--- config.mk ---
export PLATFORM = sky130hd
export DESIGN_NAME = gtb_tape_block_framer
export DESIGN_NICKNAME = d
export VERILOG_FILES = /design/src/logic/gtb_pkg.sv /design/src/logic/gtb_tape_block_framer.sv
export SDC_FILE = /design/constraint.sdc
export NUM_CORES = 1
export LEC_CHECK = 0
export ABC_AREA = 1
export BUFFER_PORTS_ARGS = -buffer_cell sky130_fd_sc_hd__buf_2
export CAP_MARGIN = 0
export CORE_MARGIN = 3
export CORE_UTILIZATION = 38
export CTS_CLUSTER_SIZE = 25
export DETAILED_ROUTE_END_ITERATION = 10
export HOLD_SLACK_MARGIN = 0.12
export PLACE_DENSITY = 0.53
export SYNTH_ARGS = -nofsm -noshare
export SYNTH_HDL_FRONTEND = slang
export SYNTH_SLANG_ARGS = --single-unit
--- constraint.sdc ---
create_clock -name clock_in -period 3.9 [get_ports clock_in]
set_clock_uncertainty 0.2 [all_clocks]
set_input_delay 0.975 -clock clock_in [delete_from_list [all_inputs] [get_ports clock_in]]
set_output_delay 0.975 -clock clock_in [all_outputs]
set_load 0.03 [all_outputs]
--- src/logic/gtb_pkg.sv ---
package gtb_pkg;
   // tape geometry, in thousandths of an inch unless stated
   localparam int unsigned INTERBLOCK_SPACING_MIL = 300;
   localparam int unsigned TM_SPACING_MIL = 3300;
   localparam int unsigned MAX_SPACING_MIL = 180000;
   localparam int unsigned FLUX_FCI = 9042;
   localparam int unsigned TM_FLUX_MIN = 250;
   localparam int unsigned TM_FLUX_MAX = 400;
   // serial five-bit control patterns, first bit in bit 4
   localparam logic [4:0] PAT_TERM = 5'h15;
   localparam logic [4:0] PAT_SECOND = 5'h0F;
   localparam logic [4:0] PAT_SYNC = 5'h1F;
   localparam logic [4:0] PAT_MARK1 = 5'h07;
   localparam logic [4:0] PAT_MARK2 = 5'h1C;
   localparam logic [4:0] PAT_END_MARK = 5'h1F;
   localparam logic [6:0] PRE_LAST_STEP = 7'h10;
   localparam logic [6:0] RESYNC_LAST_STEP = 7'h03;
   localparam logic [7:0] MAX_RUN_GROUPS = 8'h9E;
   localparam logic [2:0] GROUP_DATA = 3'h7;
   localparam logic [2:0] RES_DATA = 3'h6;
   localparam logic [15:0] RES_LIMIT = 16'h0006;
   localparam logic [2:0] SG_CHARS = 3'h5;
   localparam logic [2:0] SG_LAST_POS = 3'h4;
   localparam logic [2:0] X_POS_IN_B = 3'h2;
   localparam logic [7:0] AUX_XOR = 8'hFF;
   // zone track masks, track n in bit n-1
   localparam logic [8:0] ZONE1 = 9'h049;
   localparam logic [8:0] ZONE2 = 9'h092;
   localparam logic [8:0] ZONE3 = 9'h124;

   typedef enum logic [1:0] {CMD_WRITE, CMD_TAPE_MARK, CMD_GAP_ERASE, CMD_READ} gtb_cmd_t;
   typedef struct packed {
      gtb_cmd_t cmd;
      logic [15:0] len;
   } gtb_cmd_req_t;
   typedef struct packed {
      logic busy;
      logic refused;
      logic reject;
      logic eot;
      logic tape_mark;
      logic rec_done;
   } gtb_status_t;
   typedef logic [4:0][8:0] gtb_sg_t;
   typedef logic [3:0][8:0] gtb_quad_t;

   function automatic logic [8:0] with_par(input logic [7:0] b);
      return {~^b, b};
   endfunction : with_par

   function automatic logic [4:0] gcr_enc(input logic [3:0] n);
      logic [4:0] c;
      case (n)
         4'h0: c = 5'h19;
         4'h1: c = 5'h1B;
         4'h2: c = 5'h12;
         4'h3: c = 5'h13;
         4'h4: c = 5'h1D;
         4'h5: c = 5'h15;
         4'h6: c = 5'h16;
         4'h7: c = 5'h17;
         4'h8: c = 5'h1A;
         4'h9: c = 5'h09;
         4'hA: c = 5'h0A;
         4'hB: c = 5'h0B;
         4'hC: c = 5'h1E;
         4'hD: c = 5'h0D;
         4'hE: c = 5'h0E;
         default: c = 5'h0F;
      endcase
      return c;
   endfunction : gcr_enc

   // invalid codes decode as zero; nothing on read checks the group, so they pass through
   function automatic logic [3:0] gcr_dec(input logic [4:0] c);
      logic [3:0] n;
      n = 4'h0;
      for (int i = 0; i < 16; i++) begin
         if (gcr_enc(4'(i)) == c) n = 4'(i);
      end
      return n;
   endfunction : gcr_dec

   function automatic gtb_sg_t sg_encode(input gtb_quad_t q);
      gtb_sg_t s;
      logic [4:0] code;
      s = '0;
      for (int t = 0; t < 9; t++) begin
         code = gcr_enc({q[0][t], q[1][t], q[2][t], q[3][t]});
         for (int k = 0; k < 5; k++) s[k][t] = code[4-k];
      end
      return s;
   endfunction : sg_encode

   function automatic gtb_quad_t sg_decode(input gtb_sg_t s);
      gtb_quad_t q;
      logic [3:0] n;
      q = '0;
      for (int t = 0; t < 9; t++) begin
         n = gcr_dec({s[0][t], s[1][t], s[2][t], s[3][t], s[4][t]});
         for (int k = 0; k < 4; k++) q[k][t] = n[3-k];
      end
      return q;
   endfunction : sg_decode

   function automatic gtb_sg_t ctrl_sg(input logic [4:0] p);
      gtb_sg_t s;
      for (int k = 0; k < 5; k++) s[k] = {9{p[4-k]}};
      return s;
   endfunction : ctrl_sg

   function automatic logic [4:0] rev5(input logic [4:0] p);
      return {p[0], p[1], p[2], p[3], p[4]};
   endfunction : rev5

   function automatic logic [4:0] pre_pat(input logic [4:0] step);
      logic [4:0] p;
      case (step)
         5'h00: p = PAT_TERM;
         5'h01: p = PAT_SECOND;
         5'h10: p = PAT_MARK1;
         default: p = PAT_SYNC;
      endcase
      return p;
   endfunction : pre_pat

   // stand-ins for the standard check polynomials, kept behind one function each
   function automatic logic [7:0] crc_step(input logic [7:0] c, input logic [7:0] b);
      return {c[6:0], c[7]} ^ b;
   endfunction : crc_step

   function automatic logic [7:0] ecc7(input logic [6:0][7:0] d);
      logic [7:0] e;
      e = '0;
      for (int i = 0; i < 7; i++) e = {e[6:0], e[7]} ^ d[i];
      return e;
   endfunction : ecc7
endpackage : gtb_pkg

--- src/logic/gtb_tape_block_framer.sv ---
// How it works
// - a write command with zero byte count is refused and writes nothing
// - reading, fifteen feet of blank tape stops motion and raises reject
// - end-of-tape is reported only; no operation is ever blocked by it
// - preamble is sixteen five-character control subgroups
// - terminator is 10101 at block start, 1010L with erased last char at end
// - second control subgroup is 01111 at start and 11110 at end
// - fourteen all-ones sync subgroups follow for oscillator lock
// - mark 1 is 00111 and aligns the five-character grouping on read
// - data group is seven data bytes then correction byte, split four and four
// - each track nibble is stored as a five-bit code and decoded back on read
// - after 158 groups, with more than six bytes left, insert a resync burst
// - mark 2 is 11100 on all tracks
// - end mark 11111 precedes the residual group
// - six or fewer bytes left form residual group, zero padded, aux check, correction
// - even group count adds a zero pad byte into the check, written first
// - check group holds six check copies (pad and five with even count), residual counter, correction byte
// - residual counter holds count modulo 32 high, real residual bytes low
// - postamble is the mirror image of preamble and mark 1
// - tape mark is all ones in zones 1 and 2, zone 3 erased, 250 to 400 changes
// - read detects a tape mark from enough contiguous zone-pattern characters
// - gap before a block is 0.3 inch, before a tape mark 3.3 inch
// - stored code follows the fixed sixteen-entry table
// - resync burst is mark 2, two sync subgroups, mark 1
`timescale 1ns/100ps
module gtb_tape_block_framer import gtb_pkg::*; #(
   parameter int unsigned CLK_HZ = 40_000_000,
   parameter int unsigned TAPE_IPS = 125,
   parameter int unsigned CHAR_CYC = CLK_HZ / (TAPE_IPS * FLUX_FCI),
   parameter int unsigned GAP_CYC = int'(64'(INTERBLOCK_SPACING_MIL) * CLK_HZ
                                          / (64'(TAPE_IPS) * 1000)),
   parameter int unsigned TM_GAP_CYC = int'(64'(TM_SPACING_MIL) * CLK_HZ
                                             / (64'(TAPE_IPS) * 1000)),
   parameter int unsigned MAX_GAP_CYC = int'(64'(MAX_SPACING_MIL) * CLK_HZ
                                              / (64'(TAPE_IPS) * 1000)),
   parameter int unsigned TM_SUBGROUPS = 65,
   parameter int unsigned TM_DETECT = 32
) (
   input wire logic clock_in,
   input wire logic rst_n_in,
   input wire logic cmd_valid_in,
   input wire gtb_cmd_req_t cmd_in,
   input wire logic [7:0] wr_data_in,
   input wire logic wr_valid_in,
   output logic wr_ready_out,
   input wire logic [8:0] rd_char_in,
   input wire logic rd_strobe_in,
   input wire logic gap_sense_in,
   input wire logic eot_sense_in,
   output logic [8:0] wr_char_out,
   output logic wr_strobe_out,
   output logic wr_gate_out,
   output logic motion_out,
   output logic [7:0] rd_data_out,
   output logic rd_valid_out,
   output gtb_status_t status_out
);
   typedef enum {W_IDLE, W_GAP, W_PRE, W_NEXT, W_FILL, W_SGB, W_RESYNC, W_CRC, W_POST,
                 W_TM} gtb_wst_t;
   typedef enum {R_OFF, R_HUNT, R_DATA, R_RES, R_CRC, R_OUT} gtb_rst_t;

   function automatic gtb_sg_t group_half(input logic [7:0][7:0] g, input logic hi);
      gtb_quad_t q;
      for (int k = 0; k < 4; k++) q[k] = with_par(g[hi ? k + 4 : k]);
      return sg_encode(q);
   endfunction : group_half

   // writer state
   gtb_wst_t wst_ff, nxt_wst;
   gtb_cmd_t wcmd_ff, nxt_wcmd;
   logic [6:0] step_ff, nxt_step;
   logic [31:0] gap_ff, nxt_gap;
   logic [15:0] rem_ff, nxt_rem, len_ff, nxt_len, tick_ff, nxt_tick;
   logic [2:0] fill_ff, nxt_fill, left_ff, nxt_left, resn_ff, nxt_resn;
   logic res_ff, nxt_res, crcph_ff, nxt_crcph, odd_ff, nxt_odd;
   logic [7:0] run_ff, nxt_run, crc_ff, nxt_crc;
   logic [7:0][7:0] grp_ff, nxt_grp;
   gtb_sg_t sg_ff, nxt_sg;
   logic [8:0] char_ff, nxt_char;
   logic stb_ff, nxt_stb, gate_ff, nxt_gate, rdy_ff, nxt_rdy, refused_ff, nxt_refused;
   logic busy_ff, nxt_busy;
   // reader state
   gtb_rst_t rst_ff, nxt_rst;
   logic [11:0] s1_ff, s2_ff;
   logic stb_d_ff, eot_ff;
   gtb_sg_t rsg_ff, nxt_rsg;
   logic [2:0] rpos_ff, nxt_rpos, ocnt_ff, nxt_ocnt, oidx_ff, nxt_oidx;
   logic rhalf_ff, nxt_rhalf;
   logic [7:0][7:0] rbuf_ff, nxt_rbuf;
   logic [7:0] odata_ff, nxt_odata;
   logic ovalid_ff, nxt_ovalid, motion_ff, nxt_motion, reject_ff, nxt_reject;
   logic tm_ff, nxt_tm, done_ff, nxt_done;
   logic [31:0] gapc_ff, nxt_gapc;
   logic [15:0] tmc_ff, nxt_tmc;

   logic idle_all, cmd_take, free, new_char, tm_like;
   logic [2:0] cap;
   logic [7:0] crcf;
   logic [7:0][7:0] g;
   gtb_quad_t q;
   gtb_sg_t sh;

   assign idle_all = (wst_ff == W_IDLE) && (left_ff == 3'h0) && (rst_ff == R_OFF);
   assign cmd_take = cmd_valid_in && idle_all;

   always_comb begin : w_next
      nxt_wst = wst_ff; nxt_wcmd = wcmd_ff; nxt_step = step_ff; nxt_gap = gap_ff;
      nxt_rem = rem_ff; nxt_len = len_ff; nxt_tick = tick_ff; nxt_fill = fill_ff;
      nxt_left = left_ff; nxt_resn = resn_ff; nxt_res = res_ff; nxt_crcph = crcph_ff;
      nxt_odd = odd_ff; nxt_run = run_ff; nxt_crc = crc_ff; nxt_grp = grp_ff;
      nxt_sg = sg_ff; nxt_char = char_ff; nxt_stb = 1'b0; nxt_refused = refused_ff;
      g = grp_ff;
      crcf = crc_ff;
      free = (left_ff == 3'h0);
      cap = res_ff ? RES_DATA : GROUP_DATA;
      // character emitter: one stored character per character time
      if (!free) begin
         if (tick_ff == 16'h0000) begin
            nxt_char = sg_ff[3'(SG_CHARS - left_ff)];
            nxt_stb = 1'b1;
            nxt_left = left_ff - 3'h1;
            nxt_tick = 16'(CHAR_CYC - 1);
         end else begin
            nxt_tick = tick_ff - 16'h0001;
         end
      end
      case (wst_ff)
         W_IDLE: begin
            if (cmd_take && cmd_in.cmd != CMD_READ) begin
               nxt_wcmd = cmd_in.cmd;
               nxt_refused = 1'b0;
               nxt_step = 7'h00;
               nxt_gap = (cmd_in.cmd == CMD_TAPE_MARK) ? 32'(TM_GAP_CYC - 1)
                                                       : 32'(GAP_CYC - 1);
               nxt_rem = cmd_in.len;
               nxt_len = cmd_in.len;
               if (cmd_in.cmd == CMD_WRITE && cmd_in.len == 16'h0000) begin
                  nxt_refused = 1'b1;
               end else begin
                  nxt_wst = W_GAP;
               end
            end
         end
         W_GAP: begin
            if (gap_ff == 32'h0) begin
               case (wcmd_ff)
                  CMD_WRITE: nxt_wst = W_PRE;
                  CMD_TAPE_MARK: nxt_wst = W_TM;
                  default: nxt_wst = W_IDLE;
               endcase
            end else begin
               nxt_gap = gap_ff - 32'h1;
            end
         end
         W_PRE: if (free) begin
            nxt_sg = ctrl_sg(pre_pat(step_ff[4:0]));
            nxt_left = SG_CHARS;
            nxt_tick = 16'h0000;
            nxt_step = step_ff + 7'h01;
            if (step_ff == PRE_LAST_STEP) begin
               nxt_wst = W_NEXT;
               nxt_run = 8'h00; nxt_odd = 1'b0; nxt_crc = 8'h00; nxt_crcph = 1'b0;
            end
         end
         W_NEXT: begin
            if (rem_ff > RES_LIMIT) begin
               if (run_ff == MAX_RUN_GROUPS) begin
                  nxt_wst = W_RESYNC;
                  nxt_step = 7'h00;
                  nxt_run = 8'h00;
               end else begin
                  nxt_wst = W_FILL; nxt_res = 1'b0; nxt_fill = 3'h0;
               end
            end else if (free) begin
               nxt_sg = ctrl_sg(PAT_END_MARK);
               nxt_left = SG_CHARS;
               nxt_tick = 16'h0000;
               nxt_wst = W_FILL; nxt_res = 1'b1; nxt_fill = 3'h0;
               nxt_resn = rem_ff[2:0];
            end
         end
         W_RESYNC: if (free) begin
            case (step_ff[1:0])
               2'h0: nxt_sg = ctrl_sg(PAT_MARK2);
               2'h3: nxt_sg = ctrl_sg(PAT_MARK1);
               default: nxt_sg = ctrl_sg(PAT_SYNC);
            endcase
            nxt_left = SG_CHARS;
            nxt_tick = 16'h0000;
            nxt_step = step_ff + 7'h01;
            if (step_ff == RESYNC_LAST_STEP) begin
               nxt_wst = W_FILL; nxt_res = 1'b0; nxt_fill = 3'h0;
            end
         end
         W_FILL: begin
            if (fill_ff < cap) begin
               if (rem_ff != 16'h0000) begin
                  if (wr_valid_in && rdy_ff) begin
                     nxt_grp[fill_ff] = wr_data_in;
                     nxt_crc = crc_step(crc_ff, wr_data_in);
                     nxt_rem = rem_ff - 16'h0001;
                     nxt_fill = fill_ff + 3'h1;
                  end
               end else begin
                  nxt_grp[fill_ff] = 8'h00;
                  nxt_fill = fill_ff + 3'h1;
               end
            end else if (free) begin
               if (res_ff) g[6] = crc_ff ^ AUX_XOR;
               g[7] = ecc7(g[6:0]);
               nxt_grp = g;
               nxt_sg = group_half(g, 1'b0);
               nxt_left = SG_CHARS;
               nxt_tick = 16'h0000;
               nxt_odd = ~odd_ff;
               if (!res_ff) nxt_run = run_ff + 8'h01;
               nxt_wst = W_SGB;
            end
         end
         W_SGB: if (free) begin
            nxt_sg = group_half(grp_ff, 1'b1);
            nxt_left = SG_CHARS;
            nxt_tick = 16'h0000;
            nxt_step = 7'h00;
            nxt_wst = crcph_ff ? W_POST : (res_ff ? W_CRC : W_NEXT);
         end
         W_CRC: if (free) begin
            // with an even group count a zero pad enters the check after the data bytes and is written first
            if (!odd_ff) crcf = crc_step(crc_ff, 8'h00);
            g[0] = odd_ff ? crcf : 8'h00;
            for (int i = 1; i < 6; i++) g[i] = crcf;
            g[6] = {len_ff[4:0], resn_ff};
            g[7] = ecc7(g[6:0]);
            nxt_grp = g;
            nxt_sg = group_half(g, 1'b0);
            nxt_left = SG_CHARS;
            nxt_tick = 16'h0000;
            nxt_res = 1'b0;
            nxt_crcph = 1'b1;
            nxt_wst = W_SGB;
         end
         W_POST: if (free) begin
            nxt_sg = ctrl_sg(rev5(pre_pat(5'(5'h10 - step_ff[4:0]))));
            if (step_ff == PRE_LAST_STEP) begin
               nxt_sg[4] = 9'h000;
               nxt_wst = W_IDLE;
            end
            nxt_left = SG_CHARS;
            nxt_tick = 16'h0000;
            nxt_step = step_ff + 7'h01;
         end
         W_TM: if (free) begin
            // 65 subgroups of 5 give 325 changes, inside the allowed window
            for (int k = 0; k < 5; k++) nxt_sg[k] = ZONE1 | ZONE2;
            nxt_left = SG_CHARS;
            nxt_tick = 16'h0000;
            nxt_step = step_ff + 7'h01;
            if (step_ff == 7'(TM_SUBGROUPS - 1)) nxt_wst = W_IDLE;
         end
         default: nxt_wst = W_IDLE;
      endcase
      nxt_rdy = (nxt_wst == W_FILL) && (nxt_fill < (nxt_res ? RES_DATA : GROUP_DATA))
                && (nxt_rem != 16'h0000);
      nxt_gate = (nxt_left != 3'h0);
   end

   always_ff @(posedge clock_in or negedge rst_n_in) begin
      if (!rst_n_in) begin
         wst_ff <= W_IDLE; wcmd_ff <= CMD_WRITE; step_ff <= '0; gap_ff <= '0;
         rem_ff <= '0; len_ff <= '0; tick_ff <= '0; fill_ff <= '0; left_ff <= '0;
         resn_ff <= '0; res_ff <= 1'b0; crcph_ff <= 1'b0; odd_ff <= 1'b0;
         run_ff <= '0; crc_ff <= '0; grp_ff <= '0; sg_ff <= '0; char_ff <= '0;
         stb_ff <= 1'b0; gate_ff <= 1'b0; rdy_ff <= 1'b0; refused_ff <= 1'b0;
      end else begin
         wst_ff <= nxt_wst; wcmd_ff <= nxt_wcmd; step_ff <= nxt_step; gap_ff <= nxt_gap;
         rem_ff <= nxt_rem; len_ff <= nxt_len; tick_ff <= nxt_tick; fill_ff <= nxt_fill;
         left_ff <= nxt_left; resn_ff <= nxt_resn; res_ff <= nxt_res;
         crcph_ff <= nxt_crcph; odd_ff <= nxt_odd; run_ff <= nxt_run; crc_ff <= nxt_crc;
         grp_ff <= nxt_grp; sg_ff <= nxt_sg; char_ff <= nxt_char; stb_ff <= nxt_stb;
         gate_ff <= nxt_gate; rdy_ff <= nxt_rdy; refused_ff <= nxt_refused;
      end
   end

   // drive pins: {eot, gap, strobe, char} through two flops first
   assign new_char = s2_ff[9] && !stb_d_ff;
   assign sh = {s2_ff[8:0], rsg_ff[4:1]};
   assign tm_like = (((s2_ff[8:0] & ZONE1) == ZONE1) || ((s2_ff[8:0] & ZONE2) == ZONE2))
                    && ((s2_ff[8:0] & ZONE3) == 9'h000);
   assign q = sg_decode(sh);

   always_comb begin : r_next
      nxt_rst = rst_ff; nxt_rsg = rsg_ff; nxt_rpos = rpos_ff; nxt_rhalf = rhalf_ff;
      nxt_rbuf = rbuf_ff; nxt_ocnt = ocnt_ff; nxt_oidx = oidx_ff; nxt_odata = odata_ff;
      nxt_ovalid = 1'b0; nxt_motion = motion_ff; nxt_reject = reject_ff;
      nxt_tm = 1'b0; nxt_done = 1'b0; nxt_gapc = gapc_ff;
      nxt_tmc = tmc_ff;
      nxt_busy = !(nxt_wst == W_IDLE && nxt_left == 3'h0);
      if (ocnt_ff != 3'h0) begin
         nxt_odata = rbuf_ff[oidx_ff];
         nxt_ovalid = 1'b1;
         nxt_oidx = oidx_ff + 3'h1;
         nxt_ocnt = ocnt_ff - 3'h1;
      end
      if (rst_ff == R_OFF) begin
         if (cmd_take && cmd_in.cmd == CMD_READ) begin
            nxt_rst = R_HUNT; nxt_motion = 1'b1; nxt_reject = 1'b0;
            nxt_gapc = 32'h0; nxt_tmc = 16'h0000;
         end
      end else begin
         if (new_char) begin
            nxt_rsg = sh;
            nxt_rpos = (rpos_ff == SG_LAST_POS) ? 3'h0 : rpos_ff + 3'h1;
            nxt_tmc = tm_like ? tmc_ff + 16'h0001 : 16'h0000;
         end
         case (rst_ff)
            R_HUNT: if (new_char && sh == ctrl_sg(PAT_MARK1)) begin
               nxt_rst = R_DATA; nxt_rpos = 3'h0; nxt_rhalf = 1'b0;
            end
            R_DATA, R_RES, R_CRC: if (new_char && rpos_ff == SG_LAST_POS) begin
               nxt_rhalf = ~rhalf_ff;
               if (rst_ff == R_DATA && sh == ctrl_sg(PAT_END_MARK)) begin
                  nxt_rst = R_RES; nxt_rhalf = 1'b0;
               end else if (rst_ff == R_DATA && sh == ctrl_sg(PAT_MARK2)) begin
                  nxt_rst = R_HUNT;
               end else if (rst_ff != R_CRC) begin
                  for (int k = 0; k < 4; k++) nxt_rbuf[rhalf_ff ? k + 4 : k] = q[k][7:0];
                  if (rhalf_ff && rst_ff == R_DATA) begin
                     nxt_ocnt = GROUP_DATA; nxt_oidx = 3'h0;
                  end
                  if (rhalf_ff && rst_ff == R_RES) nxt_rst = R_CRC;
               end else if (rhalf_ff) begin
                  nxt_ocnt = (q[X_POS_IN_B][2:0] > RES_DATA) ? RES_DATA
                                                             : q[X_POS_IN_B][2:0];
                  nxt_oidx = 3'h0;
                  nxt_rst = R_OUT;
               end
            end
            R_OUT: if (ocnt_ff == 3'h0) begin
               nxt_rst = R_OFF; nxt_motion = 1'b0; nxt_done = 1'b1;
            end
            default: nxt_rst = R_OFF;
         endcase
         // blank tape counts in every reader state until the reader stops
         nxt_gapc = s2_ff[10] ? gapc_ff + 32'h1 : 32'h0;
         if (gapc_ff == 32'(MAX_GAP_CYC - 1)) begin
            nxt_rst = R_OFF; nxt_motion = 1'b0; nxt_reject = 1'b1;
         end else if (tmc_ff == 16'(TM_DETECT)) begin
            nxt_rst = R_OFF; nxt_motion = 1'b0; nxt_tm = 1'b1;
         end
      end
      if (nxt_rst != R_OFF) nxt_busy = 1'b1;
   end

   always_ff @(posedge clock_in or negedge rst_n_in) begin
      if (!rst_n_in) begin
         rst_ff <= R_OFF; s1_ff <= '0; s2_ff <= '0; stb_d_ff <= 1'b0; eot_ff <= 1'b0;
         rsg_ff <= '0; rpos_ff <= '0; rhalf_ff <= 1'b0; rbuf_ff <= '0; ocnt_ff <= '0;
         oidx_ff <= '0; odata_ff <= '0; ovalid_ff <= 1'b0; motion_ff <= 1'b0;
         reject_ff <= 1'b0; tm_ff <= 1'b0; done_ff <= 1'b0; gapc_ff <= '0;
         tmc_ff <= '0; busy_ff <= 1'b0;
      end else begin
         s1_ff <= {eot_sense_in, gap_sense_in, rd_strobe_in, rd_char_in};
         s2_ff <= s1_ff;
         stb_d_ff <= s2_ff[9];
         eot_ff <= s2_ff[11];
         rst_ff <= nxt_rst; rsg_ff <= nxt_rsg; rpos_ff <= nxt_rpos; rhalf_ff <= nxt_rhalf;
         rbuf_ff <= nxt_rbuf; ocnt_ff <= nxt_ocnt; oidx_ff <= nxt_oidx;
         odata_ff <= nxt_odata; ovalid_ff <= nxt_ovalid; motion_ff <= nxt_motion;
         reject_ff <= nxt_reject; tm_ff <= nxt_tm; done_ff <= nxt_done;
         gapc_ff <= nxt_gapc; tmc_ff <= nxt_tmc; busy_ff <= nxt_busy;
      end
   end

   assign wr_ready_out = rdy_ff;
   assign wr_char_out = char_ff;
   assign wr_strobe_out = stb_ff;
   assign wr_gate_out = gate_ff;
   assign motion_out = motion_ff;
   assign rd_data_out = odata_ff;
   assign rd_valid_out = ovalid_ff;
   assign status_out = '{busy: busy_ff, refused: refused_ff, reject: reject_ff,
                         eot: eot_ff, tape_mark: tm_ff, rec_done: done_ff};
endmodule : gtb_tape_block_framer

==> Word level (Yosys, flattened, before mapping) <==
Memory sizes are Yosys's and may differ from the RTL's.
Index checks and enable logic that the tools add are counted.
{ "totals": {"reg_bits": 490, "in_bits": 42, "memories": 27, "romBits": 2160, "ramBits": 0, "elab_cells": 742, "latch_bits": 0, "out_inout_bits": 28} }
{ "mem_list": {"columns": ["memory", "words", "word_bits", "rd", "rd_clocked_by_memory_dff", "wr", "line", "text"], "rows": [
  ["(no name shown)", 16, 5, 1, 0, 0, "gtb_pkg.sv:53", "case (n)"],
  ["(no name shown)", 16, 5, 1, 0, 0, "gtb_pkg.sv:53", null],
  ["(no name shown)", 16, 5, 1, 0, 0, "gtb_pkg.sv:53", null],
  ["(no name shown)", 16, 5, 1, 0, 0, "gtb_pkg.sv:53", null],
  ["(no name shown)", 16, 5, 1, 0, 0, "gtb_pkg.sv:53", null],
  ["(no name shown)", 16, 5, 1, 0, 0, "gtb_pkg.sv:53", null],
  ["21 more memories", null, null, null, null, null, null, null]
]} }
{ "classes": {"shifts": 0, "eq_ne": 185, "div_mod_pow": 0, "muxes": 324, "n_reduce_logical": 90, "multipliers": 0, "magnitude_cmp": 16, "n_addsub": 14, "bitwise": 23} }
{ "ops": {"columns": ["cell", "count"], "rows": [
  ["$mux 32", 33],
  ["$mux 4", 113],
  ["$mux 45", 10],
  ["$eq 5x5->1 const A", 72],
  ["$pmux 45 s8", 1],
  ["$bwmux 64", 5],
  ["$mux 64", 5],
  ["$pmux 32 s10", 1],
  ["$eq 32x3->1 const B", 8],
  ["$eq 4x5->1 const A", 48],
  ["$mux 16", 13],
  ["$mux 8", 24],
  ["$logic_not 32->1", 5],
  ["$eq 32x2->1 const B", 4],
  ["$pmux 64 s2", 1],
  ["$mux 3", 41],
  ["$demux 8 s3", 5],
  ["$xor 8x8->8", 13],
  ["$eq 32x4->1 const B", 3],
  ["$pmux 32 s3", 1],
  ["$eq 45x45->1 const B", 2],
  ["$pmux 45 s2", 1],
  ["$reduce_xnor 8->1", 10],
  ["$and 64x64->64", 1],
  ["other kinds (78)", 232]
]} }

==> Depth between registers and ports, before layout <==
{ "depth": {"depth_word": 25, "mapped_depth": 19} }

==> Worst setup path before layout <==
Ideal clock, no wire load.
{ "synth_path": {"kind": "register -> register", "start": "register left_ff[0]", "end": "register busy_ff", "arrival_time_ns": 2.618, "required_ns": 3.581, "path_stages_with_launch": 19, "period_less_slack_ns": 2.937, "setup_slack_ns": 0.963, "cell_sequence": "dfrtp_1 > clkbuf_1 > clkbuf_1 > inv_1 > ha_1 > nand2_8 > inv_2 > nor2_2 > nand2_1 > nor2_2 > inv_2 > nor3_2 > nand3_2 > inv_2 > nand2_1 > xor2_1 > nand4_1 > nor2_1 > nand2_1"} }
{ "synth_via": {"elab_chain_cells": 11, "elab_cells_between_ends": 32} }
{ "synth_rtl": {"columns": ["element", "line", "text"], "rows": [
  ["start: declaration", "gtb_tape_block_framer.sv:74", "logic [2:0] fill_ff, nxt_fill, left_ff, nxt_left, resn_ff, nxt_resn;"],
  ["start signal: assignment", "gtb_tape_block_framer.sv:277", "left_ff <= nxt_left; resn_ff <= nxt_resn; res_ff <= nxt_res;"],
  ["parallel branches: the longest is 10 deep, another holds $sub 3x1->3", null, null],
  ["$mux 1 *", "gtb_tape_block_framer.sv:351", "if (nxt_rst != R_OFF) nxt_busy = 1'b1;"],
  ["named net nxt_busy", "gtb_tape_block_framer.sv:81", "logic busy_ff, nxt_busy;"],
  ["end signal: assignment", "gtb_tape_block_framer.sv:370", "gapc_ff <= nxt_gapc; tmc_ff <= nxt_tmc; busy_ff <= nxt_busy;"],
  ["end: declaration", "gtb_tape_block_framer.sv:81", null]
]} }
Mark *: on every way through the listed nets, which the timed path passes.
A chain may end at the register's enable or synchronous reset.

==> Worst setup path in the final report <==
{ "layout_path": {"start": "register wst_ff[3]", "end": "register busy_ff"} }
{ "layout_via": {"elab_chain_cells": 11, "elab_cells_between_ends": 43} }
{ "layout_rtl": {"columns": ["element", "line", "text"], "rows": [
  ["start: declaration", "gtb_tape_block_framer.sv:69", "gtb_wst_t wst_ff, nxt_wst;"],
  ["start signal: assignment", "gtb_tape_block_framer.sv:275", "wst_ff <= nxt_wst; wcmd_ff <= nxt_wcmd; step_ff <= nxt_step; gap_ff <= nxt_gap;"],
  ["$logic_not 32->1", "gtb_tape_block_framer.sv:103", "assign idle_all = (wst_ff == W_IDLE) && (left_ff == 3'h0) && (rst_ff == R_OFF);"],
  ["$logic_and 1x1->1 (2 in a row)", "gtb_tape_block_framer.sv:103", null],
  ["$logic_and 1x1->1", "gtb_tape_block_framer.sv:104", "assign cmd_take = cmd_valid_in && idle_all;"],
  ["$logic_and 1x1->1", "gtb_tape_block_framer.sv:129", "if (cmd_take && cmd_in.cmd != CMD_READ) begin"],
  ["$mux 32", "gtb_tape_block_framer.sv:129", null],
  ["$pmux 32 s10", "gtb_tape_block_framer.sv:127", "case (wst_ff)"],
  ["$logic_not 32->1", "gtb_tape_block_framer.sv:297", "nxt_busy = !(nxt_wst == W_IDLE && nxt_left == 3'h0);"],
  ["$logic_and 1x1->1", "gtb_tape_block_framer.sv:297", null],
  ["$logic_not 1->1", "gtb_tape_block_framer.sv:297", null],
  ["$mux 1 *", "gtb_tape_block_framer.sv:351", null],
  ["named net nxt_busy", "gtb_tape_block_framer.sv:81", null]
]} }
Mark *: on every way through the listed nets, which the timed path passes. The rest lies on a longest branch.

==> flow_summary_export.csv <==
group,metric,value,unit
run_status,result_of_the_run,"finished clean",
clock_network,clock_tree_root,"sky130_fd_sc_hd__clkbuf_16",
critical_path,crit_required,4210,ps
critical_path,crit_path_start_kind,"register",
logic_synthesis,number_of_warnings_reported_in_the_yosys_synthesis_log,0,
logic_synthesis,cell_with_the_most_instances_after_synthesis,"sky130_fd_sc_hd__nand2_1",
worst_hold_path,whs_endpoint,"s2_ff[8]",
die,core_area,0.0778,sq mm
logic_synthesis,ys.flop_type,"sky130_fd_sc_hd__dfrtp_1",
critical_path,critical_path.max_fanout,32,
logic_synthesis,yosys-top-cells-count,"sky130_fd_sc_hd__nand2_1, sky130_fd_sc_hd__dfrtp_1, sky130_fd_sc_hd__inv_1",
die,die_boundary_height,287,um
grt,grtUsageTotal,0.239,
clock_network,cts_inserted_buffers,58,
power,power_total,12.0,mW
sta,worst_slew_pin_slew,1040,ps
die,io_pins,70,
route,wl_per_cell,19.4,um
critical_path,timing_worst_setup_path_type,"register to register",
sta,final.hold.worst_slack,133,ps
sta,finalCritPeriodShare,0.859,
cells_and_area,fill_cells,8049,
route,detail-route-antenna-nets,0,
sta,grt_setup_unrepaired,"no",
logic_synthesis,ys_top_cells_by_area,"sky130_fd_sc_hd__dfrtp_1, sky130_fd_sc_hd__nand2_1, sky130_fd_sc_hd__o21ai_0, sky130_fd_sc_hd__inv_1, sky130_fd_sc_hd__nor2_1",
clock_network,cts_setup_buffers,0,
grt,grt_start_max_net_pins,90,
sta,max_freq,0.298,GHz
power,power_leakage,15.3,nW
critical_path,critical_path.endpoint_type,"register",
sta,period_needed,3350,ps
sta,hold_viol_final,0,
logic_synthesis,synthDistinctLibCells,81,
die,die-area,0.0825,sq mm
route,vias_per_cell,5.45,
sta,min_setup_slack_post_route,549,ps
power,power.ir.vdd_worst,0.360,mV
route,dr_total_vias,28000,
sta,slew_headroom,0.305,
logic_synthesis,synth-async-reset-ratio,1.00,
grt,via_count_of_the_first_global_routing_pass,26200,
logic_synthesis,synth-edff-count,0,
critical_path,r2r-end,"busy_ff",
run,drv_cap,0,
logic_synthesis,gate_count_post_synth,3983,
worst_hold_path,count_of_cells_along_the_worst_hold_path,0,
die,initial_standard_cell_utilization_of_the_core,0.386,
clock_network,cts_buffer_depth,3,
critical_path,r2r-start,"wst_ff[3]",
route,drt-total-wl,99.7,mm
cells_and_area,antenna_cells_inserted,0,
route,initialDrtViolationCount,2581,
critical_path,setup_slack_of_the_worst_register_to_register_path,550,ps
die,floorplan.die.width,287,um
sta,setup_tns,0,ps
grt,number_of_antenna_violations_at_the_first_check_in_global_routing,0,
grt,first_pass_grt_wire_length,156,mm
clock_network,post_cts_resize_count,0,
grt,grt-ovfl-total,0,
die,num_rows,102,
placement,placement.io_buffers,69,
cells_and_area,fin_nets,4122,
logic_synthesis,synth.yosys.seq_area_share,0.408,
cells_and_area,areaGrowthSynthToFinish,12.4,%
power,p_per_area,357,mW/mm^2
logic_synthesis,ys_ff_latch,490,
placement,gp_congestion,0.976,
placement,worst_setup_slack_post_dpl,535,ps
route,drtPass1Iterations,6,
clock_network,tritoncts,"yes",
cells_and_area,final_layout_size_suffix_gt1_frac,0.0885,
sta,finalMaxSlewViolations,0,
logic_synthesis,synth.largest_area_cell,"sky130_fd_sc_hd__dfrtp_1",
placement,dp_hpwl,74.1,mm
clock_network,level_count_of_the_clock_h_tree,2,
worst_hold_path,hold_class,"register to register",
logic_synthesis,syn_area_per_cell,7.54,sq um
critical_path,worst-r2r-cell-count,13,
logic_synthesis,synth_top_area_frac,0.408,
critical_path,critPathArrivalTime,3660,ps
route,route.detailed.drc,0,
clock_network,holdBufCountCts,4,
sta,setup_viol_count_final,0,
clock_network,cts_sinks,490,
worst_hold_path,worst_hold_startpoint,"s1_ff[8]",
logic_synthesis,syn_area,0.0300,sq mm
clock_network,clkSlewWorstSetupHoldPaths,60,ps
clock_network,worstSkewPairLatency,650,ps
-- kinds of logic after synthesis --
logic type,after synthesis,synth area share
AO/OA/AOI/OAI,958,0.188
multiplexers,20,0.00675
XOR/XNOR,170,0.0508
AND/OR/NAND/NOR,1634,0.245
adder cells (fa/ha/maj),23,0.00958
other,1,0.000125
flip-flops,490,0.408
buffers and inverters,687,0.0918
-- critical path, cell delays in order (launching register included) --
cell and delay (ps):
sky130_fd_sc_hd__dfrtp_1 450, sky130_fd_sc_hd__inv_2 90, sky130_fd_sc_hd__nand2_1 140, sky130_fd_sc_hd__inv_2 120, sky130_fd_sc_hd__nand3_1 110, sky130_fd_sc_hd__nor2_2 60, sky130_fd_sc_hd__nand2_4 230, sky130_fd_sc_hd__clkinv_4 310
sky130_fd_sc_hd__nand2_1 270, sky130_fd_sc_hd__nand3_4 280, sky130_fd_sc_hd__inv_2 480, sky130_fd_sc_hd__nand4_1 250, sky130_fd_sc_hd__nor2_1 150, sky130_fd_sc_hd__nand2_1 70
-- worst max-delay path by stage --
| stage | slack [ps] | cells past startpoint | from | to |
|---|---|---|---|---|
| 4_1_cts | 550 | 10 | rst_ff[28] | gap_ff[7] |
| 5_1_grt | 190 | 14 | left_ff[1] | tmc_ff[11] |
| 6_report | 550 | 13 | wst_ff[3] | busy_ff |
| 2_1_floorplan | 960 | 18 | left_ff[0] | busy_ff |
| 3_5_place_dp | 540 | 12 | rst_ff[28] | gapc_ff[18] |
| 3_3_place_gp | 530 | 13 | cmd_valid_in | tmc_ff[11] |
-- registers in the layout, summed over array words and instances (netlist names), 5 cells and up --
register,count
rsg_ff,36
s2_ff,12
tmc_ff,16
rd_data_out,8
tick_ff,16
gapc_ff,32
grp_ff,64
s1_ff,12
len_ff,5
gap_ff,32
rst_ff,32
rbuf_ff,64
crc_ff,8
run_ff,8
wst_ff,32
rem_ff,16
step_ff,7
wr_char_out,9
sg_ff,45
-- power breakdown --
part	internal, mW	total [mW]	switching, mW
Sequential	5.21	5.36	0.153
Combinational	0.169	0.624	0.455
Clock	3.71	6.06	2.35
-- layout by cell type (no fill, tap or decap), types with 12 or more instances in the layout --
master,synthesis,layout
sky130_fd_sc_hd__nand2_2,20,20
sky130_fd_sc_hd__o22ai_1,70,70
sky130_fd_sc_hd__nor3_1,124,124
sky130_fd_sc_hd__nand3_1,205,205
sky130_fd_sc_hd__dfrtp_1,490,489
sky130_fd_sc_hd__o211ai_1,37,37
sky130_fd_sc_hd__o21ai_1,22,22
sky130_fd_sc_hd__o21ai_0,410,410
sky130_fd_sc_hd__clkbuf_16,0,58
sky130_fd_sc_hd__xor2_1,74,74
sky130_fd_sc_hd__nor2_2,20,20
sky130_fd_sc_hd__buf_2,36,68
sky130_fd_sc_hd__nor4_1,46,46
sky130_fd_sc_hd__nand2_1,688,688
sky130_fd_sc_hd__a21oi_1,208,208
sky130_fd_sc_hd__mux2i_1,18,18
sky130_fd_sc_hd__a211oi_1,23,23
sky130_fd_sc_hd__ha_1,23,23
sky130_fd_sc_hd__bufinv_16,0,12
sky130_fd_sc_hd__o31ai_1,30,30
sky130_fd_sc_hd__a31oi_1,46,46
sky130_fd_sc_hd__nand4_1,75,75
sky130_fd_sc_hd__inv_1,485,485
sky130_fd_sc_hd__buf_4,15,43
sky130_fd_sc_hd__nor2_4,13,14
sky130_fd_sc_hd__xnor2_1,91,91
sky130_fd_sc_hd__nor2_1,396,395
sky130_fd_sc_hd__clkinv_2,2,14
sky130_fd_sc_hd__o2111ai_1,16,16
sky130_fd_sc_hd__inv_2,24,24
sky130_fd_sc_hd__conb_1,1,57
-- per-layer routing --
layer | vias up | global-route usage | share of wire
li1 | 13500 | - | -
met5 | - | 0 | 0
met1 | 13300 | 0.349 | 0.47
met4 | 0 | 0.0792 | 0.034
met3 | 193 | 0.0358 | 0.071
met2 | 1018 | 0.361 | 0.43
-- final cells by class --
class	instances	area, sq um	area share
multi-input cells	2862	15200	0.451
flip-flops and latches	490	12300	0.363
inverters	523	1980	0.0585
clock buffers	72	1590	0.0472
well taps	1040	1300	0.0385
repair buffers	122	838	0.0248
clock inverters	34	557	0.0165
-- metrics by stage --
stage / std cells / util / cell area, sq um
6_report: 5143 / 0.434 / 33800
5_1_grt: 5143 / 0.434 / 33800
4_1_cts: 5143 / 0.434 / 33800
3_5_place_dp: 5033 / 0.406 / 31600
3_3_place_gp: 5033 / 0.406 / 31600
2_1_floorplan: 4039 / - / 30200
Power figures use the tool's default switching activity.
